`src/verilog/acfs_pkg.sv`:
```
package acfs_pkg;
    // register byte offsets
    localparam logic [7:0] REG_CTRL   = 8'h00;
    localparam logic [7:0] REG_FLOW   = 8'h04;
    localparam logic [7:0] REG_STATUS = 8'h08;
    localparam logic [7:0] REG_IRQST  = 8'h0c;
    localparam logic [7:0] REG_IRQMSK = 8'h10;
    localparam logic [7:0] REG_CMD    = 8'h14;
    // control register fields
    localparam int CTRL_TRIGGER_REQUEST_MODE  = 0;
    localparam int CTRL_DOUBLE_BUF = 1;
    localparam int CTRL_AUTO_WAKE  = 2;
    localparam int CTRL_HALT_WAIT  = 3;
    // flow register fields (write 1 to request)
    localparam int FLOW_ABORT   = 0;
    localparam int FLOW_TRIGGER = 1;
    localparam int FLOW_RESTART = 2;
    localparam int FLOW_SWAP    = 3;
    // status fields
    localparam int ST_IDLE      = 4;
    localparam int ST_ACTIVE    = 5;
    localparam int ST_WAIT_TRIGGER_REQUEST = 6;
    // interrupt status bits
    localparam int IRQ_EARLY_TRIGGER_REQUEST    = 0;
    localparam int IRQ_RESTART_ABORT = 1;
    localparam int IRQ_RESTART_ERR   = 2;
    localparam int IRQ_SWAP_ERR      = 3;
    localparam int IRQ_LIST_END      = 4;
    localparam int IRQ_W             = 5;
    // command types
    localparam logic [1:0] CMD_NORMAL  = 2'h0;
    localparam logic [1:0] CMD_END_SEQ = 2'h1;
    localparam logic [1:0] CMD_END_LST = 2'h3;
    // timing
    localparam int LOAD_CYCLES     = 4;
    localparam int TRIGGER_REQUEST_LAT_CYCLES = 2;
    localparam int CMD_CYCLES      = 8;
    localparam logic [3:0] CNT_ZERO = 4'h0;
endpackage : acfs_pkg

```
`src/verilog/acfs_timer.sv`:
```
`timescale 1ns/1ps
`default_nettype none
module acfs_timer #(
    parameter int W = 4
) (
    input  wire logic         clk_in,
    input  wire logic         sys_rst_in,
    input  wire logic         start_in,
    input  wire logic [W-1:0] len_in,
    output logic              done_out,
    output logic              busy_out
);
    logic [W-1:0] cnt_q;
    logic [W-1:0] cnt_d;
    logic         done_q;
    logic         done_d;

    always_comb begin
        cnt_d  = cnt_q;
        done_d = 1'b0;
        if (start_in) begin
            cnt_d = len_in;
        end else if (cnt_q != '0) begin
            cnt_d  = cnt_q - 1'b1;
            done_d = (cnt_q == {{(W-1){1'b0}}, 1'b1});
        end
    end

    always_ff @(posedge clk_in) begin
        if (sys_rst_in) begin
            cnt_q  <= '0;
            done_q <= 1'b0;
        end else begin
            cnt_q  <= cnt_d;
            done_q <= done_d;
        end
    end

    assign done_out = done_q;
    assign busy_out = (cnt_q != '0);
endmodule : acfs_timer
`default_nettype wire

```
`src/verilog/acfs_sequencer.sv`:
```
// Chosen here: strobed register access and the placing of the registers.
`timescale 1ns/1ps
`default_nettype none
// Function
// - end-of-sequence command idles until next trigger
// - end-of-list type wraps to top, waits
// - each trigger launches next sequence
// - auto restart on wake exit
// - trigger mode restart auto-triggers after load
// - restart mode restart only loads commands
// - trigger during restart sets early-trigger error
// - fixed trigger-to-sampling latency
// - restart with swap bit swaps lists
// - abort stops sequence, clears when idle
// - restart done clears request, starts at top
// - restart while busy auto-aborts, flags error
// - restart plus abort suppresses the restart-abort and restart error flags
module acfs_sequencer #(
    parameter int IDX_W = 4
) (
    input  wire logic             clk_in,
    input  wire logic             sys_rst_in,
    input  wire logic [7:0]       addr_in,
    input  wire logic [31:0]      wdata_in,
    input  wire logic             wr_in,
    input  wire logic             rd_in,
    output logic      [31:0]      rdata_out,
    output logic                  irq_out,
    input  wire logic             stop_in,
    input  wire logic             wait_in,
    input  wire logic [1:0]       cmd_type_in,
    output logic      [IDX_W-1:0] cmd_index_out,
    output logic                  sample_start_out,
    output logic                  active_list_out
);
    typedef enum logic [4:0] {
        ACFS_IDLE  = 5'b00001,
        ACFS_LOAD  = 5'b00010,
        ACFS_LAT   = 5'b00100,
        ACFS_CONV  = 5'b01000,
        ACFS_ABORT = 5'b10000
    } acfs_state_t;

    function automatic logic hit(input logic [7:0] a, input logic [7:0] r);
        hit = (a == r);
    endfunction : hit

    acfs_state_t          st_q, st_d;
    logic [3:0]           ctrl_q, ctrl_d;
    logic                 abort_q, abort_d, trigger_request_q, trigger_request_d;
    logic                 rst_q, rst_d, swap_q, swap_d;
    logic                 both_q, both_d, list_q, list_d;
    logic                 waitend_q, waitend_d, lowp_q, lowp_d;
    localparam int IRQ_W_L = acfs_pkg::IRQ_W;
    logic [IRQ_W_L-1:0]   irqs_q, irqs_d;
    logic [IRQ_W_L-1:0]   mask_q, mask_d;
    logic [IDX_W-1:0]     idx_q, idx_d;
    logic [31:0]          rdata_q, rdata_d;
    logic                 irq_q, sample_q, sample_d;
    logic [1:0]           stop_s, wait_s;
    logic                 tm_start, tm_done, tm_busy;
    logic [3:0]           tm_len;
    logic                 wake_pulse, lowp_now;

    // pins from the power controller are asynchronous
    always_ff @(posedge clk_in) begin
        if (sys_rst_in) begin
            stop_s <= 2'h0;
            wait_s <= 2'h0;
        end else begin
            stop_s <= {stop_s[0], stop_in};
            wait_s <= {wait_s[0], wait_in};
        end
    end

    acfs_timer #(.W(4)) u_timer (
        .clk_in     (clk_in),
        .sys_rst_in (sys_rst_in),
        .start_in   (tm_start),
        .len_in     (tm_len),
        .done_out   (tm_done),
        .busy_out   (tm_busy)
    );

    assign lowp_now = stop_s[1] | (wait_s[1] & ctrl_q[acfs_pkg::CTRL_HALT_WAIT]);
    assign wake_pulse = lowp_q & ~lowp_now;

    always_comb begin
        logic wflow;
        logic busy;
        wflow      = wr_in && hit(addr_in, acfs_pkg::REG_FLOW);
        busy       = (st_q != ACFS_IDLE);
        st_d       = st_q;
        ctrl_d     = ctrl_q;
        abort_d    = abort_q;
        trigger_request_d     = trigger_request_q;
        rst_d      = rst_q;
        swap_d     = swap_q;
        both_d     = both_q;
        list_d     = list_q;
        waitend_d  = waitend_q;
        lowp_d     = lowp_now;
        irqs_d     = irqs_q;
        mask_d     = mask_q;
        idx_d      = idx_q;
        sample_d   = 1'b0;
        tm_start   = 1'b0;
        tm_len     = acfs_pkg::CNT_ZERO;
        rdata_d    = 32'h0;
        if (wr_in && hit(addr_in, acfs_pkg::REG_CTRL)) begin
            ctrl_d = wdata_in[3:0];
        end
        if (wr_in && hit(addr_in, acfs_pkg::REG_IRQMSK)) begin
            mask_d = wdata_in[IRQ_W_L-1:0];
        end
        // clear-on-read first so any event set below wins
        if (rd_in && hit(addr_in, acfs_pkg::REG_IRQST)) begin
            irqs_d = '0;
        end
        // requests stick until the event completes
        if (wflow) begin
            if (wdata_in[acfs_pkg::FLOW_ABORT]) abort_d = 1'b1;
            if (wdata_in[acfs_pkg::FLOW_RESTART]) begin
                rst_d  = 1'b1;
                both_d = wdata_in[acfs_pkg::FLOW_ABORT] | abort_q;
                if (wdata_in[acfs_pkg::FLOW_SWAP]) swap_d = 1'b1;
                // restart onto a busy core without abort
                if (busy && !wdata_in[acfs_pkg::FLOW_ABORT] && !abort_q) begin
                    abort_d = 1'b1;
                    irqs_d[acfs_pkg::IRQ_RESTART_ABORT] = 1'b1;
                end
                // restart while restart pending, unless with abort
                if (rst_q && !wdata_in[acfs_pkg::FLOW_ABORT]) begin
                    irqs_d[acfs_pkg::IRQ_RESTART_ERR] = 1'b1;
                end
            end else if (wdata_in[acfs_pkg::FLOW_SWAP]) begin
                // swap without restart is an error in both modes
                irqs_d[acfs_pkg::IRQ_SWAP_ERR] = 1'b1;
            end
            if (wdata_in[acfs_pkg::FLOW_TRIGGER]) begin
                // trigger before restart finished
                if (rst_q || (wdata_in[acfs_pkg::FLOW_RESTART]
                        && !ctrl_q[acfs_pkg::CTRL_TRIGGER_REQUEST_MODE])) begin
                    irqs_d[acfs_pkg::IRQ_EARLY_TRIGGER_REQUEST] = 1'b1;
                end else begin
                    trigger_request_d = 1'b1;
                end
            end
        end
        // wake from low power relaunches the list
        if (wake_pulse && ctrl_q[acfs_pkg::CTRL_AUTO_WAKE]) begin
            rst_d = 1'b1;
        end
        unique case (st_q)
            ACFS_IDLE: begin
                if (abort_q) begin
                    abort_d = 1'b0;
                end else if (rst_q) begin
                    st_d     = ACFS_LOAD;
                    tm_start = 1'b1;
                    tm_len   = 4'(acfs_pkg::LOAD_CYCLES);
                end else if (trigger_request_q && !lowp_now) begin
                    trigger_request_d   = 1'b0;
                    st_d     = ACFS_LAT;
                    tm_start = 1'b1;
                    tm_len   = 4'(acfs_pkg::TRIGGER_REQUEST_LAT_CYCLES);
                    if (waitend_q) begin
                        idx_d     = '0;
                        waitend_d = 1'b0;
                    end
                end
            end
            ACFS_LOAD: begin
                if (tm_done) begin
                    st_d      = ACFS_IDLE;
                    rst_d     = 1'b0;
                    both_d    = 1'b0;
                    idx_d     = '0;
                    waitend_d = 1'b0;
                    if (swap_q && ctrl_q[acfs_pkg::CTRL_DOUBLE_BUF]) begin
                        list_d = ~list_q;
                    end
                    swap_d = 1'b0;
                    if (ctrl_q[acfs_pkg::CTRL_TRIGGER_REQUEST_MODE]) begin
                        trigger_request_d = 1'b1;
                    end // restart mode loads only
                end
            end
            ACFS_LAT: begin
                if (abort_q) begin
                    st_d = ACFS_ABORT;
                end else if (tm_done) begin
                    st_d     = ACFS_CONV;
                    sample_d = 1'b1;
                    tm_start = 1'b1;
                    tm_len   = 4'(acfs_pkg::CMD_CYCLES);
                end
            end
            ACFS_CONV: begin
                if (abort_q) begin
                    st_d = ACFS_ABORT;
                end else if (tm_done) begin
                    if (cmd_type_in == acfs_pkg::CMD_END_LST) begin
                        st_d      = ACFS_IDLE;
                        idx_d     = '0;
                        waitend_d = 1'b1;
                        irqs_d[acfs_pkg::IRQ_LIST_END] = 1'b1;
                    end else if (cmd_type_in == acfs_pkg::CMD_END_SEQ) begin
                        st_d  = ACFS_IDLE;
                        idx_d = idx_q + 1'b1;
                    end else begin
                        idx_d    = idx_q + 1'b1;
                        sample_d = 1'b1;
                        tm_start = 1'b1;
                        tm_len   = 4'(acfs_pkg::CMD_CYCLES);
                    end
                end
            end
            ACFS_ABORT: begin
                if (!tm_busy) begin
                    st_d    = ACFS_IDLE;
                    abort_d = 1'b0;
                end
            end
        endcase
        if (rd_in) begin
            if (hit(addr_in, acfs_pkg::REG_CTRL)) rdata_d[3:0] = ctrl_q;
            if (hit(addr_in, acfs_pkg::REG_FLOW)) begin
                rdata_d[3:0] = {swap_q, rst_q, trigger_request_q, abort_q};
            end
            if (hit(addr_in, acfs_pkg::REG_STATUS)) begin
                rdata_d[IDX_W-1:0]             = idx_q;
                rdata_d[acfs_pkg::ST_IDLE]     = ~busy;
                rdata_d[acfs_pkg::ST_ACTIVE]   = list_q;
                rdata_d[acfs_pkg::ST_WAIT_TRIGGER_REQUEST] = waitend_q;
            end
            if (hit(addr_in, acfs_pkg::REG_IRQST)) rdata_d[IRQ_W_L-1:0] = irqs_q;
            if (hit(addr_in, acfs_pkg::REG_IRQMSK)) rdata_d[IRQ_W_L-1:0] = mask_q;
        end
    end

    always_ff @(posedge clk_in) begin
        if (sys_rst_in) begin
            st_q      <= ACFS_IDLE;
            ctrl_q    <= 4'h0;
            abort_q   <= 1'b0;
            trigger_request_q    <= 1'b0;
            rst_q     <= 1'b0;
            swap_q    <= 1'b0;
            both_q    <= 1'b0;
            list_q    <= 1'b0;
            waitend_q <= 1'b0;
            lowp_q    <= 1'b0;
            irqs_q    <= '0;
            mask_q    <= '0;
            idx_q     <= '0;
            rdata_q   <= 32'h0;
            irq_q     <= 1'b0;
            sample_q  <= 1'b0;
        end else begin
            st_q      <= st_d;
            ctrl_q    <= ctrl_d;
            abort_q   <= abort_d;
            trigger_request_q    <= trigger_request_d;
            rst_q     <= rst_d;
            swap_q    <= swap_d;
            both_q    <= both_d;
            list_q    <= list_d;
            waitend_q <= waitend_d;
            lowp_q    <= lowp_d;
            irqs_q    <= irqs_d;
            mask_q    <= mask_d;
            idx_q     <= idx_d;
            rdata_q   <= rdata_d;
            irq_q     <= |(irqs_d & mask_d);
            sample_q  <= sample_d;
        end
    end

    assign rdata_out        = rdata_q;
    assign irq_out          = irq_q;
    assign cmd_index_out    = idx_q;
    assign sample_start_out = sample_q;
    assign active_list_out  = list_q;

    restart_clears_a: assert property (@(posedge clk_in) disable iff (sys_rst_in)
        (st_q == ACFS_LOAD && tm_done) |=> !rst_q && idx_q == '0)
        else $error("restart request not cleared after load");
    trigger_request_mode_auto_a: assert property (@(posedge clk_in) disable iff (sys_rst_in)
        (st_q == ACFS_LOAD && tm_done && ctrl_q[0]) |=> trigger_request_q)
        else $error("trigger mode restart did not trigger");
    restart_only_a: assert property (@(posedge clk_in) disable iff (sys_rst_in)
        (st_q == ACFS_LOAD && tm_done && !ctrl_q[0] && !trigger_request_q) |=> !trigger_request_q)
        else $error("restart mode generated a trigger");
    fixed_latency_a: assert property (@(posedge clk_in) disable iff (sys_rst_in)
        (sample_q && $past(st_q) == ACFS_LAT)
        |-> $past(st_q, 3) == ACFS_LAT && $past(st_q, 4) == ACFS_IDLE)
        else $error("trigger to sample latency wrong");
    early_trigger_request_a: assert property (@(posedge clk_in) disable iff (sys_rst_in)
        (wr_in && addr_in == 8'h04 && wdata_in[1] && rst_q)
        |=> irqs_q[0] && !trigger_request_q)
        else $error("early trigger not flagged");
    busy_abort_a: assert property (@(posedge clk_in) disable iff (sys_rst_in)
        (wr_in && addr_in == 8'h04 && wdata_in[2] && !wdata_in[0]
         && !abort_q && st_q != ACFS_IDLE) |=> abort_q && irqs_q[1])
        else $error("busy restart did not auto abort");
    swap_flip_a: assert property (@(posedge clk_in) disable iff (sys_rst_in)
        (st_q == ACFS_LOAD && tm_done && swap_q && ctrl_q[1])
        |=> list_q != $past(list_q))
        else $error("list swap missing");
    list_end_a: assert property (@(posedge clk_in) disable iff (sys_rst_in)
        (st_q == ACFS_CONV && tm_done && !abort_q && cmd_type_in == 2'h3)
        |=> st_q == ACFS_IDLE && waitend_q && idx_q == '0)
        else $error("end of list did not hold");
    abort_done_a: assert property (@(posedge clk_in) disable iff (sys_rst_in)
        $fell(abort_q) |-> st_q == ACFS_IDLE)
        else $error("abort cleared while busy");
endmodule : acfs_sequencer
`default_nettype wire

```
`config.mk`:
```
export PLATFORM = sky130hd
export DESIGN_NAME = acfs_sequencer
export DESIGN_NICKNAME = d
export VERILOG_FILES = /design/src/verilog/acfs_pkg.sv /design/src/verilog/acfs_timer.sv /design/src/verilog/acfs_sequencer.sv
export SDC_FILE = /design/constraint.sdc
export NUM_CORES = 1
export LEC_CHECK = 0
export BUFFER_PORTS_ARGS = -buffer_cell sky130_fd_sc_hd__buf_2
export CAP_MARGIN = 5
export CORE_MARGIN = 10
export CORE_UTILIZATION = 45
export DETAILED_ROUTE_END_ITERATION = 8
export PLACE_DENSITY = 0.77
export SYNTH_ARGS = -nofsm -noshare
export SYNTH_HDL_FRONTEND = slang
export SYNTH_HIERARCHICAL = 1
export SYNTH_SLANG_ARGS = --single-unit
```
`constraint.sdc`:
```
create_clock -name clk_in -period 2.7 [get_ports clk_in]
set_input_delay 0.27 -clock clk_in [delete_from_list [all_inputs] [get_ports clk_in]]
set_output_delay 0.27 -clock clk_in [all_outputs]
set_load 0.05 [all_outputs]
```
==> impl_metrics.ini <==
[outcome]
status = completed

[clocking]
holdBufCountCts = 0
cts_buffers = 5
cts_tree = built
numClockSinks = 48
clkTransAtPathRegs_ps = 90
post_cts_buffers = 0
clk_path_buf_depth = 2
ctsResizeCount = 0
root_buffer = clkbuf_8
htreeDepth = 2
clkLatencyLatePin_ps = 310

[hold_path]
whs_path_depth = 2
min-delay-start = stop_in
hp-class = primary input to flip-flop
hold_end = stop_s[0]$_SDFF_PP0_

[timing]
slew_headroom_pct = 54.1
finalHoldViolations = 0
finClkSkew_ps = 8.06
worstMarginPinSlew_ps = 684
finalWorstSetupSlack_ps = 490
finalSetupTns_ps = 0
rsz0062_at_grt = no
fmax_mhz = 453
finalSetupViolCount = 0
drv_slew = 0
fin_crit_sh_pct = 81.8
whs_ps = 167
finalCriticalPeriod_ps = 2210

[synth]
yosys_register_bits = 48
avgSynthCellArea_um2 = 8.82
syn_inst = 294
synthArstFlopShare_pct = 0
ys_seq_area_share_pct = 37.0
synth_warnings = 6
synth_largest_area_cell = dfxtp_1
synthFlopType = dfxtp_1
synthTopCellsByArea = dfxtp_1 37%, buf_4 7.5%, nor2_1 3.9%, mux2i_1 3.1%, nand2_1 2.6%
synth.distinct_cells = 63
synth_edf_count = 0
yosysTopAreaCellShare_pct = 37.0
synthesis.area_um2 = 2590

[placement]
port-buffer-count = 34
dp_slack_ps = 520
routabilityCongestion = 0.909
placedCellCount = 393
dp_hpwl_um = 4590

[die]
initial_core_util_pct = 46.8
io_pins = 87
rows = 27
fp.dieW_um = 95.9
die_area_um2 = 9200
die_h_um = 95.9
fp.coreArea_um2 = 5540

[power]
p_per_area_nw_per_um2 = 569
power.leakage_nw = 1.13
ir_drop_mv = 0.308

[global_routing]
grt_pass1_wl_um = 9920
grt_max_degree = 34
antenna_found_initial = 0
first_global_vias = 2124
track_usage_pct = 13.4
grt-ovfl-total = 0

[cells_and_area]
syn2layout_area_growth_pct = 7.81
stdcell_count = 400
fin_nets = 379
antenna_cells = 0
drive_above_1_share_pct = 19.5

[critical_path]
worst-r2r-cell-count = 8
crit_top_cell = inv_1
crit_arrival_ps = 2440
critPathSlowestCell = or4b_1
r2r-end = st_q[2]$_SDFFE_PP0P_
r2r_slack_ps = 490
cpPeakStageDelay_ps = 570
r2r_start = u_timer/cnt_q[0]$_SDFFE_PP0P_
cp-end-kind = flip-flop
crit_chain = inv_1 > ha_1 > nor3b_4 > inv_1 > nand4_1 > o221ai_1 > or4b_1 > o31ai_1
startpoint_type = flip-flop
crit_start = u_timer/cnt_q[0]$_SDFFE_PP0P_
worstSetupPathType = flip-flop to flip-flop
crit_required_ps = 2930
path_max_fanout = 4

[routing]
post_drt_wl_per_cell_um = 15.2
viasPerCell = 5.52
drtPass1Iterations = 5
vias = 2208
ant_nets = 0
drt-total-wl_um = 6070
drcViolationCount = 0
drt_iter0_drc = 244

[flow_run]
cap_violations = 0
-- cells in the mapped netlist (all sizes together), types with 4 or more instances --
cell type,count
dfxtp,48
buf,32
nor2,27
nand2,18
and2,12
o21ai,12
a21oi,11
inv,9
mux2i,8
nor2b,8
nand3,7
nor3,7
mux2,6
a222oi,5
nand2b,5
nand3b,5
and3,4
nand4,4
o31ai,4
-- cell families after synthesis --
kind of cell               share of synthesized area (%)
and+or+nand+nor                                     26.3
AOI/OAI and AO/OA                                   16.8
DFF                                                 37.0
buffers and inverters                               11.1
muxes                                               5.69
xor gates and xnor gates                            1.35
adders and majority gates                           1.45
other                                              0.145
-- how the worst max path moves through the flow --
stage	endpoint	slack (ps)	cells past startpoint
floorplan	st_q[2]$_SDFFE_PP0P_	740	8
global placement	irq_out$_SDFF_PP0_	520	6
detailed placement	irq_out$_SDFF_PP0_	520	6
CTS	st_q[2]$_SDFFE_PP0P_	500	8
global route	st_q[2]$_SDFFE_PP0P_	280	8
finish	st_q[2]$_SDFFE_PP0P_	490	8
-- layout make-up --
| cell class | instances | area, um2 |
|---|---|---|
| tap | 72 | 90.1 |
| multi-input combinational | 227 | 1440 |
| clock inverter | 2 | 12.5 |
| clock buffer | 5 | 68.8 |
| inverter | 9 | 33.8 |
| sequential | 48 | 961 |
| fill | 546 | 2740 |
| timing repair buffer | 37 | 193 |
-- per-stage QoR --
stage | util, % | power (mW) | area (um2)
floorplan | - | 1.14 | 2690
global placement | 49.0 | 1.17 | 2720
detailed placement | 49.0 | 1.18 | 2720
CTS | 50.5 | 1.60 | 2800
global route | 50.5 | 1.66 | 2800
finish | 50.5 | 1.59 | 2800
-- flip-flops by register name, summed over array words and instances (netlist names), 2 cells and up --
register and count:
mask_q 5, st_q 5, ctrl_q 4, wait_s 2, u_timer/cnt_q 4, rdata_out 7
stop_s 2, cmd_index_out 4, irqs_q 5
-- critical path: cells and delay by family, from the launching register on --
kind | cells | cell delay, ps
adders and majority gates | 1 | 230
and+or+nand+nor | 3 | 990
buffers and inverters | 2 | 210
AOI/OAI and AO/OA | 2 | 350
DFF | 1 | 340
-- where the power goes --
part / internal (mW) / leakage (nW) / switching (mW)
Sequential: 0.741 / 0.389 / 0.0389
Clock: 0.176 / 0.0400 / 0.239
Combinational: 0.147 / 0.705 / 0.251
Total: 1.06 / 1.13 / 0.529
-- per-layer routing --
layer / track usage, % / wire [um] / up-vias
met4: 5.53 / 89 / 0
li1: - / - / 1086
met2: 21.6 / 2850 / 71
met5: 0 / 0 / -
met1: 16.7 / 2650 / 1043
met3: 3.11 / 478 / 8
-- layout by cell type (no fill, tap or decap), drive strengths merged, types with 7 or more instances in the layout --
master  synthesis  final
and2           12     12
nand2          18     18
inv             9      9
a21oi          11     11
buf            32     37
dfxtp          48     48
o21ai          12     12
mux2i           8      8
nor2b           8      8
nand3           7      7
nor3            7      7
nor2           27     27
conb            1     26
Power figures use the tool's default switching activity.
